===== config.mk =====
export PLATFORM = sky130hd
export DESIGN_NAME = qdpd_ctrl
export DESIGN_NICKNAME = d
export VERILOG_FILES = /design/src/verilog/qdpd_pkg.sv /design/src/verilog/qdpd_sync_if.sv /design/src/verilog/qdpd_ctrl.sv /design/src/verilog/qdpd_sync.sv
export VERILOG_INCLUDE_DIRS = /design/src /design/src/verilog
export SDC_FILE = /design/constraint.sdc
export NUM_CORES = 1
export LEC_CHECK = 0
export ABC_AREA = 1
export BUFFER_PORTS_ARGS = -buffer_cell sky130_fd_sc_hd__buf_4
export CAP_MARGIN = 5
export CELL_PAD_IN_SITES_DETAIL_PLACEMENT = 0
export CELL_PAD_IN_SITES_GLOBAL_PLACEMENT = 1
export CORE_AREA = 2 2 122 124
export CTS_CLUSTER_SIZE = 28
export DETAILED_ROUTE_END_ITERATION = 10
export DIE_AREA = 0 0 124 126
export GPL_TIMING_DRIVEN = 0
export HOLD_SLACK_MARGIN = 0.06
export MAX_ROUTING_LAYER = met4
export PLACE_DENSITY_LB_ADDON = 0.1
export SLEW_MARGIN = 20
export SYNTH_ARGS = -nofsm -noshare
export SYNTH_HDL_FRONTEND = slang
export SYNTH_SLANG_ARGS = --single-unit
export TNS_END_PERCENT = 10

===== constraint.sdc =====
create_clock -name ref_clk -period 3.3 [get_ports ref_clk]
set_input_delay 0.33 -clock ref_clk [delete_from_list [all_inputs] [get_ports ref_clk]]
set_output_delay 0.33 -clock ref_clk [all_outputs]
set_load 0.005 [all_outputs]

===== src/verilog/qdpd_defines.svh =====
// constants for the quad converter power-down control block
// assumes a 100 MHz ref_clk; included by bare name
`ifndef QDPD_DEFINES_SVH
`define QDPD_DEFINES_SVH
`define QDPD_CMD_WRITE 4'h0
`define QDPD_CMD_UPDATE 4'h1
`define QDPD_CMD_WRITE_UPD_ALL 4'h2
`define QDPD_CMD_WRITE_UPD 4'h3
`define QDPD_CMD_POWER_DOWN 4'h4
`define QDPD_CMD_NOP 4'hf
`define QDPD_ADDR_ALL 4'hf
`define QDPD_WORD_BITS 24
`define QDPD_CLK_MHZ 100
`define QDPD_WAKE_US 5
`define QDPD_WAKE_FULL_5V_US 12
`define QDPD_WAKE_FULL_3V_US 30
`define QDPD_WAKE_CYC (`QDPD_WAKE_US * `QDPD_CLK_MHZ)
`define QDPD_WAKE_FULL_5V_CYC (`QDPD_WAKE_FULL_5V_US * `QDPD_CLK_MHZ)
`define QDPD_WAKE_FULL_3V_CYC (`QDPD_WAKE_FULL_3V_US * `QDPD_CLK_MHZ)
`define QDPD_CMD_MSB 23
`define QDPD_CMD_LSB 20
`define QDPD_ADR_MSB 19
`define QDPD_ADR_LSB 16
`endif


===== src/verilog/qdpd_pkg.sv =====
// types for the quad converter power-down control block
// assumes nothing beyond the defines header
package qdpd_pkg;
   typedef enum logic [2:0] {
      QDPD_IDLE = 3'b001,
      QDPD_SHIFT = 3'b010,
      QDPD_EXEC = 3'b100
   } qdpd_state_t;
endpackage


===== src/verilog/qdpd_sync_if.sv =====
// bundle between the pin synchroniser and the control core
// assumes both ends run on ref_clk
`timescale 1ns/1ps
`default_nettype none
interface qdpd_sync_if;
   logic sclk_s;
   logic sdi_s;
   logic strobe_s;
   modport src (output sclk_s, output sdi_s, output strobe_s);
   modport dst (input sclk_s, input sdi_s, input strobe_s);
endinterface
`default_nettype wire

===== src/verilog/qdpd_ctrl.sv =====
// holds the serial command decoder and per-channel power state
// assumes serial pins are asynchronous and synchronised inside
`timescale 1ns/1ps
`default_nettype none
`include "qdpd_defines.svh"
module qdpd_ctrl
   import qdpd_pkg::*;
#(
   parameter int NCH = 4,
   parameter int WAKE_CYC = `QDPD_WAKE_CYC,
   parameter int WAKE_5V_CYC = `QDPD_WAKE_FULL_5V_CYC,
   parameter int WAKE_3V_CYC = `QDPD_WAKE_FULL_3V_CYC,
   parameter int CW = 16
) (
   input wire logic ref_clk, // 100 MHz core clock
   input wire logic rst_n, // async reset, active low
   input wire logic clear_n, // async clear pin, active low
   input wire logic sclk_pin, // serial clock
   input wire logic sdi_pin, // serial data
   input wire logic select_load_strobe_n, // select/load, active low
   input wire logic supply_low, // 1 for 3V supply timing
   output logic [NCH-1:0] chan_power_down, // per-channel low-power flag
   output logic [NCH-1:0] amp_enable, // output amplifier enable
   output logic [NCH-1:0] ref_enable, // reference input enable
   output logic [NCH-1:0] out_pulldown, // hi-z output with pull to ground
   output logic bias_enable, // shared bias generator enable
   output logic [NCH-1:0] chan_settling, // wake delay running
   output logic [NCH-1:0] dac_update, // one-cycle update pulse
   output logic [NCH-1:0] input_write, // one-cycle input write pulse
   output logic [CW-1:0] word_data // data field of last word that wrote a channel
);
   // elaboration check: decode assumes four channels, counter sized by longest wake
   if (NCH != 4 || CW != 16 || WAKE_CYC < 1 || WAKE_5V_CYC < 1 || WAKE_3V_CYC < WAKE_5V_CYC ||
       WAKE_CYC > WAKE_3V_CYC)
   begin : g_param_check
      $error("qdpd_ctrl: unsupported parameters");
   end

   localparam int CNTW = $clog2(WAKE_3V_CYC + 1);

   typedef struct packed {
      qdpd_state_t st;
      logic sclk_d;
      logic clr_m;
      logic clr_s;
      logic [`QDPD_WORD_BITS-1:0] sh;
      logic [NCH-1:0] pd;
      logic [NCH-1:0] amp;
      logic [NCH-1:0] refe;
      logic [NCH-1:0] pull;
      logic bias;
      logic [NCH-1:0] upd;
      logic [NCH-1:0] wr;
      logic [CW-1:0] data;
      logic [NCH-1:0] settle;
      logic [NCH-1:0][CNTW-1:0] cnt;
   } qdpd_ctrl_st_t;

   qdpd_ctrl_st_t s_q, s_d;
   qdpd_sync_if sy ();

   // pin synchroniser
   qdpd_sync u_sync (
      .ref_clk(ref_clk),
      .rst_n(rst_n),
      .sclk_pin(sclk_pin),
      .sdi_pin(sdi_pin),
      .strobe_n_pin(select_load_strobe_n),
      .sy(sy)
   );

   logic [3:0] cmd;
   logic [3:0] adr;
   logic [NCH-1:0] sel;
   logic is_upd;
   logic all_down;
   logic [CNTW-1:0] wake_len;

   // word decode
   always_comb
   begin
      cmd = s_q.sh[`QDPD_CMD_MSB:`QDPD_CMD_LSB];
      adr = s_q.sh[`QDPD_ADR_MSB:`QDPD_ADR_LSB];
      sel = '0;
      if (adr == `QDPD_ADDR_ALL)
      begin
         sel = '1;
      end
      else if (adr < 4'(NCH))
      begin
         sel[adr[1:0]] = 1'b1;
      end
      is_upd = (cmd == `QDPD_CMD_UPDATE) || (cmd == `QDPD_CMD_WRITE_UPD_ALL) ||
               (cmd == `QDPD_CMD_WRITE_UPD);
      all_down = &s_q.pd;
      if (all_down)
      begin
         wake_len = supply_low ? CNTW'(WAKE_3V_CYC) : CNTW'(WAKE_5V_CYC);
      end
      else
      begin
         wake_len = CNTW'(WAKE_CYC);
      end
   end

   logic [NCH-1:0] up_sel;
   logic [NCH-1:0] wr_sel;
   logic [NCH-1:0] wake_go;

   // next state
   always_comb
   begin
      s_d = s_q;
      up_sel = '0;
      wr_sel = '0;
      wake_go = '0;
      s_d.clr_m = clear_n;
      s_d.clr_s = s_q.clr_m;
      s_d.sclk_d = sy.sclk_s;
      s_d.upd = '0;
      s_d.wr = '0;
      unique case (s_q.st)
         QDPD_IDLE:
         begin
            if (!sy.strobe_s)
            begin
               s_d.st = QDPD_SHIFT;
            end
         end
         QDPD_SHIFT:
         begin
            if (sy.sclk_s && !s_q.sclk_d)
            begin
               s_d.sh = {s_q.sh[`QDPD_WORD_BITS-2:0], sy.sdi_s};
            end
            if (sy.strobe_s)
            begin
               s_d.st = QDPD_EXEC;
            end
         end
         QDPD_EXEC:
         begin
            s_d.st = QDPD_IDLE;
            if (cmd == `QDPD_CMD_POWER_DOWN)
            begin
               s_d.pd = s_q.pd | sel;
               // data field deliberately not latched
            end
            else if (is_upd)
            begin
               // reserved address selects nothing, so nothing moves
               if (cmd == `QDPD_CMD_WRITE_UPD_ALL)
               begin
                  up_sel = {NCH{|sel}};
               end
               else
               begin
                  up_sel = sel;
               end
               if (cmd != `QDPD_CMD_UPDATE && (|sel))
               begin
                  wr_sel = sel;
                  s_d.data = s_q.sh[CW-1:0];
               end
               s_d.upd = up_sel;
               s_d.wr = wr_sel;
               for (int i = 0; i < NCH; i++)
               begin
                  if (up_sel[i] && s_q.pd[i])
                  begin
                     wake_go[i] = 1'b1;
                     s_d.settle[i] = 1'b1;
                     s_d.cnt[i] = wake_len;
                  end
               end
               s_d.pd = s_q.pd & ~up_sel;
            end
            else if (cmd == `QDPD_CMD_WRITE && (|sel))
            begin
               s_d.wr = sel;
               s_d.data = s_q.sh[CW-1:0];
            end
         end
      endcase
      // wake delay countdown
      for (int i = 0; i < NCH; i++)
      begin
         if (s_q.settle[i] && !wake_go[i]) // fresh load wins over countdown
         begin
            if (s_q.cnt[i] <= CNTW'(1))
            begin
               s_d.settle[i] = 1'b0;
               s_d.cnt[i] = '0;
            end
            else
            begin
               s_d.cnt[i] = s_q.cnt[i] - CNTW'(1);
            end
         end
      end
      // analog enables follow flags only; codes untouched
      s_d.amp = ~s_d.pd;
      s_d.refe = ~s_d.pd;
      s_d.pull = s_d.pd;
      s_d.bias = ~(&s_d.pd);
      // clear zeroes codes, leaves power state
      if (!s_q.clr_s)
      begin
         s_d.data = '0;
      end
   end

   // state register
   always_ff @(posedge ref_clk or negedge rst_n)
   begin
      if (!rst_n)
      begin
         s_q <= '0;
         s_q.st <= QDPD_IDLE;
         s_q.amp <= '1;
         s_q.refe <= '1;
         s_q.bias <= 1'b1;
         s_q.clr_m <= 1'b1;
         s_q.clr_s <= 1'b1;
      end
      else
      begin
         s_q <= s_d;
      end
   end

   assign chan_power_down = s_q.pd;
   assign amp_enable = s_q.amp;
   assign ref_enable = s_q.refe;
   assign out_pulldown = s_q.pull;
   assign bias_enable = s_q.bias;
   assign chan_settling = s_q.settle;
   assign dac_update = s_q.upd;
   assign input_write = s_q.wr;
   assign word_data = s_q.data;
endmodule // qdpd_ctrl
`default_nettype wire


===== src/verilog/qdpd_sync.sv =====
// two-flop synchroniser for the three serial pins
// assumes pins are asynchronous to ref_clk
`timescale 1ns/1ps
`default_nettype none
module qdpd_sync (
   input wire logic ref_clk, // core clock
   input wire logic rst_n, // async reset, active low
   input wire logic sclk_pin, // serial clock pin
   input wire logic sdi_pin, // serial data pin
   input wire logic strobe_n_pin, // select/load pin
   qdpd_sync_if.src sy // synchronised levels
);
   typedef struct packed {
      logic [2:0] m;
      logic [2:0] s;
   } qdpd_sync_st_t;
   qdpd_sync_st_t st_q, st_d;
   // first stage only feeds second stage
   always_comb
   begin
      st_d = st_q;
      st_d.m = {sclk_pin, sdi_pin, strobe_n_pin};
      st_d.s = st_q.m;
   end
   // strobe idles high
   always_ff @(posedge ref_clk or negedge rst_n)
   begin
      if (!rst_n)
      begin
         st_q <= 6'h09;
      end
      else
      begin
         st_q <= st_d;
      end
   end
   assign sy.sclk_s = st_q.s[2];
   assign sy.sdi_s = st_q.s[1];
   assign sy.strobe_s = st_q.s[0];
endmodule // qdpd_sync
`default_nettype wire


* After elaboration in Yosys (flattened, before gate mapping)
Cells that the tools add are included.
Storage, ports and cells: bits of input ports 7, register bits 121, output and inout bits 45, memories kept 0, bits in writable memories 0, word-level logic and storage cells 151, bits in latches 0, ROM bits 0
Cells by class: muxes and demuxes 56, multiply operators 0, bitwise operators 5, order comparisons 7, equal/unequal tests 19, $add $sub $neg 4, reductions and logical operators 42, shift operators 0, divide/modulo/power cells 0
Operator list (count):
- 2-to-1 mux 12 bit | 14
- 2-to-1 mux 76 bit | 2
- 2-to-1 mux 4 bit | 14
- 2-to-1 mux 52 bit | 1
- <= comparator 12 x 1 -> 1 bit, second input constant | 4
- subtractor 12 x 1 -> 12 bit, second input constant | 4
- 2-to-1 mux 20 bit | 2
- 2-to-1 mux 16 bit | 2
- AND reduction 4 bit | 7
- nonzero test 2 bit | 12
- 2-to-1 mux 1 bit | 17
- logical AND 1 bit | 12
- != test 2 x 1 -> 1 bit, second input constant | 6
- one-hot mux 3 bit (3 select lines) | 1
- equality test 4 x 2 -> 1 bit, second input constant | 2
- NOT 4 bit | 2
- 2-to-1 mux 3 bit | 2
- logical NOT 1 bit | 5
- AND 4 bit | 1
- equality test 4 x 1 -> 1 bit, second input constant | 1
- equality test 4 x 3 -> 1 bit, second input constant | 1
- equality test 4 bit, second input constant | 1
- logical NOT 4 bit | 1
- less-than comparator 4 x 3 -> 1 bit, second input constant | 1
- other kinds (15) | 18

* Depth between registers and ports, before layout
Gate-level depths: netlist of run 1.
word-level depth 20, depth in mapped cells 12, gate-level depth less buffers 12

* By module
A second synthesis of run 1 with hierarchy kept.
Second synthesis, totals: cell total of the unflattened synthesis 879, area total of the unflattened synthesis 6725.2 µm²
Modules (own cells, without submodules):
- qdpd_ctrl | times used 1, cells an instance 873, area an instance 6572.6 µm², seq. area each 2887.8 µm²
- qdpd_sync | times used 1, cells an instance 6, area an instance 152.6 µm², seq. area each 152.6 µm²

* Least setup slack after synthesis of run 1
OpenSTA, ideal clock, no wires.
path type register to register, from register s_q[24] (netlist bit), to register s_q[33] (netlist bit), data required time 3.183 ns, path buffers 0, setup slack 1.775 ns, arrival time 1.409 ns, cell stages (with the launch flop) 12, setup time 0.117 ns, clock period less this slack 1.525 ns, cells stage by stage dfrtp_1 inv_1 ha_1 nand2_1 inv_1 nand2_1 nand2_1 inv_1 nand2_1 nor2_1 nor2_1 nor2_1
Between the ends: longest elaborated chain between the ends 3, elaborated cells between the ends (all ways) 4, classes of those cells 1 x add/sub; 1 x order compare; 2 x mux
Ends and longest elaborated chain:
- start: declaration | line qdpd_ctrl.sv:59 | qdpd_ctrl_st_t s_q, s_d;
- subtractor 12 x 1 -> 12 bit / <= comparator 12 x 1 -> 1 bit (equally long branches) | line qdpd_ctrl.sv:197, qdpd_ctrl.sv:190
- 2-to-1 mux 12 bit (*) | line qdpd_ctrl.sv:190 | if (s_q.cnt[i] <= CNTW'(1))
- 2-to-1 mux 12 bit (*) | line qdpd_ctrl.sv:188 | if (s_q.settle[i] && !wake_go[i])
Every way passes the cells marked *; elsewhere a longest branch is shown, timed or not. A chain may end at the register's enable or synchronous reset.

* Worst setup path after layout of run 1
from register s_q (netlist bit cmd[2]), to register s_q[17] (netlist bit)
Between the ends: longest elaborated chain between the ends 14, elaborated cells between the ends (all ways) 23, classes of those cells 5 x eq/ne; 9 x mux; 9 x reduce/logical
Ends and longest elaborated chain:
- equality test 4 x 2 -> 1 bit (no source line)
- 2-to-1 mux 4 bit | line qdpd_ctrl.sv:152 | if (cmd == `QDPD_CMD_WRITE_UPD_ALL)
- 2-to-1 mux 4 bit | line qdpd_ctrl.sv:149 | else if (is_upd)
- 2-to-1 mux 4 bit | line qdpd_ctrl.sv:144 | if (cmd == `QDPD_CMD_POWER_DOWN)
- 2-to-1 mux 4 bit | line qdpd_ctrl.sv:122 | unique case (s_q.st)
- logical AND 1 bit | line qdpd_ctrl.sv:169 | if (up_sel[i] && s_q.pd[i])
- 2-to-1 mux 1 bit | line qdpd_ctrl.sv:169
- 2-to-1 mux 4 bit | line qdpd_ctrl.sv:149
- 2-to-1 mux 4 bit | line qdpd_ctrl.sv:144
- 2-to-1 mux 4 bit | line qdpd_ctrl.sv:122
- logical NOT 1 bit | line qdpd_ctrl.sv:188
- logical AND 1 bit | line qdpd_ctrl.sv:188
- != test 2 x 1 -> 1 bit (no source line) / nonzero test 2 bit (equally long branches)
- AND reduction 4 bit (no source line)
Parallel ways exist; a longest one is shown, timed or not. The select of a mux whose other input is x is not followed.

==> reports/qor.csv, run 1 <==
metric,value,unit
max-slew violations,0,
CTS buffer count,17,
Post-Route WL,14900,um
Detailed Route Iter0 Violations,396,
crit end category,flip-flop,
HP Start,u_sync.st_d[1],
Mapped Cells,878,
Yosys reg bits,121,
Slew Limit Headroom,51.7,%
CTS Sinks,121,
DRC viols,0,
register share of total power,36.2,%
largest net degree at the start of global routing,70,
Root Buffer,clkbuf_16,
via count,5625,
maximum clock path buffer count,2,
R2R Setup Slk,1380,ps
row cnt,44,
register area share after synthesis,45.2,%
skew final,14.3,ps
post-synthesis net count,893,
Leakage,4.11,nW
outcome,"complete, no violations",
Ant. Diodes,0,
port bufs,51,
RSZ-0062 raised after global routing,no,
peak per-stage delay on the critical path,410,ps
Critical Path AT,2230,ps
CTS-repair resized insts,0,
Total GRT Usage,21.6,%
max_cap viols,0,
chip height,126,um
Post-synth EDFFs,0,
per-cell routed wire length,12.9,um
reg-to-reg critical path endpoint,s_q[17],
Final setup viols,0,
synth cell count leaders,"nand2_1, nor2_1, dfrtp_1",
Net Sw Power,0.00238,W
Crit Reg-Reg Startpoint,cmd[2],
power per cell area,772,mW/mm2
WHS Endpoint,u_sync.sy.sdi_s,
TritonCTS clock tree,yes,
Synth top area share,41.3,%
P_int,0.00380,W
Max VDD drop,0.420,mV
synth-to-layout area growth,18.9,%
asr flop ratio synth,100,%
Synth area leader,dfrtp_1,
router iterations before antenna repair,5,
Final #Nets,969,
post-synth cell types,34,
Initial Util,47.0,%
f_max,521,MHz
clock network power share,29.1,%
Final Hold Fails,0,
Final period util,58.1,%
worst-margin pin slew,718,ps
worst reg2reg path depth,10,
"Slowest-stage cell, CP",dfrtp_1,
Synth Warn #,0,
"antenna viol nets, final",0,
synthesized cell area,0.00672,mm2
CTS clock-pin slew for the worst setup and hold paths,60,ps
die area,0.0156,mm2
Hold WC Path Type,reg -> reg,
Comb power frac,34.7,%
RePlAce Congestion,0.880,
placed insts,1114,
CP Max Fanout,7,
grt ovf,0,
global-route wire length before repair,25700,um
worst skew pair latency,430,ps
Synth Flop Type,dfrtp_1,
post-CTS setup buffers,0,
most frequent cell after synthesis,nand2_1,
Mapped Avg Cell Area,7.66,um2
vias in the first global route,5492,
"non-filler cells, final",1151,
worst setup path category,reg -> reg,
Setup TNS Final,0,ps
CP Launch Type,flip-flop,
hold-critical path depth,0,
initial antenna violation count,0,
share of cells above drive strength 1,20.5,%
Critical Path RT,3620,ps
die width,124,um
sw frac,38.5,%
# IOs,52,
Core Region,0.0143,mm2
CP Cell Sequence,inv_1 > nand2_1 > nor2_1 > nand3_2 > nand2_1 > nor2_1 > nor2_2 > o21ai_0 > o21ai_0 > inv_1,
HPWL Detailed,10700,um
most area-consuming cells after synthesis,"dfrtp_1, nand2_1, nor2_1",
vias per cell,4.89,
H-Tree Depth,4,
Tmin final,1920,ps
critical path: cells and delay by family, from the launching register on:
kind	cells	cell delay, ps
DFF	1	410
and+or+nand+nor	6	1030
AOI/OAI and AO/OA	2	240
buffers and inverters	2	130
power by group through the flow:
stage	clock network, W	registers [W]	logic (W)
5_1_grt	0.00191	0.00230	0.00249
6_report	0.00180	0.00223	0.00214
3_5_place_dp	0	0.00225	0.00214
4_1_cts	0.00183	0.00223	0.00216
2_1_floorplan	0	0.00215	0.00168
3_3_place_gp	0	0.00224	0.00209
state kept, by name, summed over array words and instances (netlist names), 3 cells and up:
name           count
word_data         16
input_write        4
out_pulldown       4
cmd                4
ref_enable         4
s_q               69
chan_settling      4
dac_update         4
u_sync.st_d        3
adr                4
layout make-up:
class,count,area [um2]
clock inverter,12,116
multi-input combinational,592,2860
fill,1389,6320
inverter,110,413
tap,184,230
sequential,121,3040
timing repair buffer,57,464
buffer,55,413
clock buffer,20,457
routing by layer:
metal / part of all wire, % / wire, um / vias to the layer above / track usage, %
li1: - / - / 2830 / -
met1: 46 / 6840 / 2651 / 27.9
met2: 48 / 7110 / 121 / 33.6
met3: 4.3 / 646 / 23 / 5.16
met4: 1.9 / 287 / 0 / 6.54
met5: 0 / 0 / - / -
cell families after synthesis:
kind of cell	count (synthesis)	share of synthesized area (%)
buf+inv	165	12.3
simple gates	465	29.8
mux	1	0.167
compound gates	98	8.49
xor+xnor	20	2.61
fa+ha+maj	8	1.49
flops	121	45.2
timing repair:
item / 4_1_cts / 5_1_grt
hold buffers: 5 / 0
endpoints found under the hold margin: 52 / 0
setup endpoints to repair: 0 / 0
cells in the final DEF, fill, tap and decap left out, drive strengths merged, types with 8 or more instances in the layout:
cell type	count
dfrtp	111
xor2	10
xnor2	10
inv	113
nor2	144
dfstp	10
nand2	258
buf	102
o22ai	8
o21ai	68
ha	8
clkbuf	25
nand3	43
nand3b	10
a21oi	21
per-stage QoR:
step / power (W) / hold slack [ps] / setup slack [ps] / cell area (um2) / util (%)
floorplan: 0.00383 / 34.4 / 1770 / 6720 / -
global placement: 0.00433 / 333 / 1130 / 7340 / 51.3
detailed placement: 0.00439 / 323 / 1430 / 7370 / 51.5
CTS: 0.00622 / 346 / 1400 / 8000 / 55.9
global route: 0.00670 / 358 / 1190 / 8000 / 55.9
finish: 0.00617 / 349 / 1380 / 8000 / 55.9
worst max-delay path by stage:
stage,from,end,slack [ps]
after global routing,cmd[2],s_q[17],1190
final,cmd[2],s_q[17],1380
after detailed placement,cmd[2],s_q[17],1430
after floorplan,s_q[24],s_q[33],1770
after CTS,cmd[2],s_q[17],1400
after global placement,cmd[2],s_q[34],1130
(Power assumes the default switching activity.)
==> run 2: changes to the inputs <==
- CORE_AREA: 2 2 122 124 -> 2 2 126 128
- DIE_AREA: 0 0 124 126 -> 0 0 128 130
- clock period: 3.3 -> 1.9 ns (I/O delays scaled with it)
==> run 2 against run 1 <==
Against the previous run: hold slack got worse by 150 ps; core utilization fell by 3.2 points; maximum frequency rose by 8.9%; clock skew rose by 2.9 ps; wire length rose by 1.1%; critical path depth fell by 1; global-route usage fell by 1.3 points; sequential power rose by 74%; sequential cell count did not move; non-clock buffer count rose by 1; combinational power rose by 76%; first-iteration DRC count fell by 21%; critical endpoint is now s_q[8]; largest power group unchanged.
==> reports/qor.csv, run 2 (synthesis gave the netlist of run 1 again) <==
metric,value,unit
outcome,"complete, no violations",
crit end category,flip-flop,
H-Tree Depth,4,
Setup TNS Final,0,ps
Post-Route WL,15000,um
row cnt,46,
Final period util,92.7,%
max_cap viols,0,
largest net degree at the start of global routing,72,
fill count,1470,
CTS Sinks,121,
"antenna viol nets, final",0,
Setup crit end,s_q[8],
via count,5498,
Top reg by flops,s_q,
chip height,130,um
initial antenna violation count,0,
worst hold slack,195,ps
multi-input logic area,0.00293,mm2
share of cells above drive strength 1,22.4,%
most frequent cells in the layout,"nand2_1, nor2_1, dfrtp_1",
max-slew violations,0,
# IOs,52,
Final Hold Fails,0,
pre-CTS setup slack,-9.14,ps
TritonCTS clock tree,yes,
vias in the first global route,5371,
Initial Util,43.6,%
f_max,567,MHz
worst skew pair latency,420,ps
Hold WC Path Type,in -> reg,
final core occ,52.7,%
die width,128,um
port bufs,51,
router iterations before antenna repair,5,
Detailed Route Iter0 Violations,311,
grt ovf,0,
RePlAce Congestion,0.878,
Slew Limit Headroom,56.9,%
Critical Path RT,2250,ps
per-cell routed wire length,13.0,um
worst-margin pin slew,644,ps
Crit Reg-Reg Startpoint,cmd[2],
Tmin final,1760,ps
Critical Path AT,2110,ps
register area,0.00304,mm2
reg-to-reg critical path endpoint,s_q[8],
maximum clock path buffer count,2,
vias per cell,4.74,
max reg flops,69,
Core Region,0.0154,mm2
synth-to-layout area growth,20.9,%
"commonest non-fill, non-tap cell in the layout",nand2_1,
Ant. Diodes,0,
worst reg2reg path depth,9,
CP Launch Type,flip-flop,
Root Buffer,clkbuf_16,
HPWL Detailed,11000,um
CTS buffer count,17,
DRC viols,0,
Final #Nets,970,
Max VDD drop,0.773,mV
Leakage,4.15,nW
RSZ-0062 raised after global routing,yes,
worst setup path category,reg -> reg,
R2R Setup Slk,140,ps
die area,0.0166,mm2
Total GRT Usage,20.3,%
skew final,17.2,ps
power per cell area,1350,mW/mm2
CTS clock-pin slew for the worst setup and hold paths,60,ps
crit path launch,cmd[2],
global-route wire length before repair,25800,um
CP Max Fanout,4,
worst setup margin,138,ps
Final setup viols,0,
==> run 2: cell count changes in the layout (fill, tap and decap cells not counted), moves of 3 or more <==
cell | previous run | this run
inv_1 | 104 | 101
nand2_2 | 11 | 16
clkbuf_1 | 6 | 3
nor2_4 | 3 | 6
nor2_1 | 133 | 128
inv_2 | 6 | 9
nand2_1 | 242 | 237
==> run 2: power by group <==
part / leakage (nW) / switching (W) / total (W) / internal [W]
clock: 0.292 / 0.00121 / 0.00335 / 0.00214
combinational: 2.34 / 0.00226 / 0.00376 / 0.00150
sequential: 1.52 / 0.000645 / 0.00388 / 0.00324
==> run 2: layout make-up <==
cell class	count	share of cell area (%)
Buffer	55	5.11
Clock buffer	19	5.57
Clock inverter	13	2.08
Inverter	110	5.08
Multi-Input combinational cell	592	36.0
Sequential cell	121	37.4
Tap cell	192	2.96
Timing Repair Buffer	58	5.80
==> run 2: per-stage QoR <==
step | instance area, um2 | std cells | total power, W
after floorplan | 6720 | 878 | 0.00665
after global placement | 7350 | 1121 | 0.00755
after detailed placement | 7380 | 1122 | 0.00764
after CTS | 8070 | 1159 | 0.0111
after global routing | 8130 | 1160 | 0.0119
final | 8130 | 1160 | 0.0110
==> run 2: worst max-delay path, cell delays in order (launching register included) <==
cell     delay [ps]
dfrtp_1         410
inv_1            80
nand2_1         130
nor2_4          160
o21ai_0         100
nor2_1          510
nand2_1         120
nand2_1          90
nand2_1          50
nand2_1          50
==> run 2: worst min-delay path by stage <==
stage,from,endpoint,cells past startpoint
floorplan,rst_n,adr[0],0
global placement,select_load_strobe_n,u_sync.st_d[0],1
detailed placement,rst_n,s_q[5],1
CTS,supply_low,s_q[34],6
global route,supply_low,s_q[34],6
finish,supply_low,s_q[34],6
==> run 2: routing by layer <==
layer	global-route usage, %	share of wire, %	vias up
met1	25.4	48	2557
met2	32.6	48	85
li1	-	-	2846
met4	6.40	1.0	0
met3	5.08	3.3	10
met5	-	0	-
==> run 2: what timing repair did <==
item / in CTS / in global routing
setup endpoints to repair: 4 / 63
pin swaps: 0 / 2
buffers inserted: 0 / 1
gates resized for setup: 2 / 22
hold buffers: 5 / 0
hold endpoints to repair: 50 / 0
==> run 3: changes to the inputs <==
- CORE_AREA: 2 2 126 128 -> 3 3 134 136
- DIE_AREA: 0 0 128 130 -> 0 0 137 139
- SYNTH_HIERARCHICAL: default -> 1
==> run 3 against run 2 <==
Against the previous run: non-clock buffer count fell by 1; clock-buffer cell count fell by 1; final cell count rose by 2.8%; area after synthesis barely moved; highest routed layer unchanged; core utilization decreased by 5.1 points; hold slack improved by 12 ps; sequential cell count is the same; design area fell by 0.18%; wire length up 1.3%; maximum frequency decreased by 1.1%; first-iteration DRC count is 32% lower; register-to-register slack got worse by 20 ps.
==> reports/qor.csv, run 3 <==
metric,value,unit
chip height,139,um
die area,0.0190,mm2
skew final,8.88,ps
row cnt,48,
most area-consuming cells after synthesis,"dfrtp_1, nand2_1, nor2_1",
vias per cell,4.51,
Initial Util,39.4,%
Post-synth EDFFs,0,
CTS clock-pin slew for the worst setup and hold paths,60,ps
Final Total Pwr,0.0102,W
worst reg2reg path depth,6,
fill count,1767,
final core occ,47.6,%
CP Max Fanout,10,
CP Cell Sequence,nor3_1 > nand3b_1 > clkbuf_1 > clkbuf_1 > nand2_1 > o21ai_0,
reg-to-reg critical path endpoint,cmd[2],
Final setup viols,0,
initial antenna violation count,0,
crit end category,flip-flop,
per-cell routed wire length,12.8,um
post-synth cell types,37,
Core Region,0.0171,mm2
synth cell count leaders,"nand2_1, nor2_1, dfrtp_1",
RePlAce Congestion,0.832,
Tmin final,1780,ps
Critical Path RT,2220,ps
# IOs,52,
"commonest non-fill, non-tap cell in the layout",nand2_1,
CTS buffer count,17,
asr flop ratio synth,100,%
Yosys reg bits,121,
RSZ-0062 raised after global routing,yes,
outcome,"complete, no violations",
Post-Route WL,15200,um
Synth area leader,dfrtp_1,
synthesized cell area,0.00673,mm2
multi-input logic area,0.00294,mm2
worst skew pair latency,420,ps
"antenna viol nets, final",0,
Final period util,93.8,%
Final Hold Fails,0,
Hold WC Path Type,in -> async,
Detailed Route Iter0 Violations,210,
f_max,561,MHz
Mapped Avg Cell Area,7.65,um2
power per cell area,1260,mW/mm2
Synth Warn #,6,
via count,5375,
Synth top area share,41.3,%
Leakage,4.15,nW
die width,137,um
worst setup path category,reg -> reg,
Mapped Cells,879,
max-slew violations,0,
"Slowest-stage cell, CP",dfstp_2,
Top reg by flops,s_q,
port bufs,51,
router iterations before antenna repair,5,
register area share after synthesis,45.2,%
grt ovf,0,
Max VDD drop,0.718,mV
CTS Sinks,121,
post-synthesis net count,894,
CP Launch Type,flip-flop,
max_cap viols,0,
H-Tree Depth,4,
global-route wire length before repair,25700,um
Synth Flop Type,dfrtp_1,
Most common cell on crit path,clkbuf_1,
HPWL Detailed,11000,um
most frequent cells in the layout,"nand2_1, nor2_1, dfrtp_1",
R2R Setup Slk,120,ps
maximum clock path buffer count,2,
Slew Limit Headroom,51.0,%
largest net degree at the start of global routing,98,
synth-to-layout area growth,20.7,%
vias in the first global route,5177,
Total GRT Usage,17.5,%
TritonCTS clock tree,yes,
most frequent cell after synthesis,nand2_1,
share of cells above drive strength 1,21.8,%
Critical Path AT,2110,ps
Crit Reg-Reg Startpoint,s_q[120],
Ant. Diodes,0,
register area,0.00304,mm2
Final #Nets,970,
max reg flops,69,
Root Buffer,clkbuf_16,
DRC viols,0,
worst-margin pin slew,729,ps
peak per-stage delay on the critical path,540,ps
run 3: how the worst max path moves through the flow:
stage	end	from
finish	cmd[2]	s_q[120]
CTS	s_q[33]	s_q[24]
global route	adr[0]	s_q[120]
detailed placement	s_q[33]	s_q[24]
floorplan	s_q[29]	s_q[120]
global placement	s_q[46]	cmd[2]
run 3: repair_timing:
action,CTS,global route
resized for setup,0,21
hold buffers,5,0
endpoints found under the setup margin,0,65
hold endpoints to repair,115,0
setup buffers,0,0
run 3: area by class of cell:
type	count	area share, %
clock buffers	18	5.41
flip-flops and latches	121	37.5
clock inverters	14	1.51
inverters	111	5.15
repair buffers	57	5.77
multi-input cells	592	36.2
plain buffers	55	5.00
well taps	225	3.47
run 3: per-layer routing:
metal,track usage [%],share of wire [%]
met4,5.36,1.1
met3,3.74,2.6
met2,25.5,45
met1,24.4,51
met5,-,0
run 3: kinds of logic after synthesis:
kind of cell             count (synthesis)  synth area share (%)
flip-flops                             121                  45.2
XOR/XNOR                                20                  2.60
buffers and inverters                  166                  12.2
AND/OR/NAND/NOR                        465                  29.9
AO/OA/AOI/OAI                           99                  8.56
adder cells (fa/ha/maj)                  8                  1.49
run 3: where the power goes:
group | leakage, nW | total [W] | internal, W | switching (W)
Clock | 0.277 | 0.00307 | 0.00175 | 0.00132
Combinational | 2.35 | 0.00340 | 0.00131 | 0.00209
Sequential | 1.52 | 0.00373 | 0.00317 | 0.000559
run 3: metrics by stage:
stage / TNS, ps / setup WS (ps) / hold slack, ps / std cells / instance area (um2)
6_report: 0 / 118 / 207 / 1193 / 8110
5_1_grt: -923 / -92.4 / 217 / 1193 / 8110
4_1_cts: 0 / 44.6 / 194 / 1193 / 8040
3_5_place_dp: 0 / 51.6 / 53.7 / 1156 / 7430
3_3_place_gp: -1030 / -269 / 299 / 1155 / 7390
2_1_floorplan: 0 / 368 / -106 / 879 / 6730
run 3: critical path: cells and delay by family (launching register included):
family / cells / cell delay (ps)
AND/OR/NAND/NOR: 3 / 280
AO/OA/AOI/OAI: 1 / 100
buffers and inverters: 2 / 770
flip-flops: 1 / 540
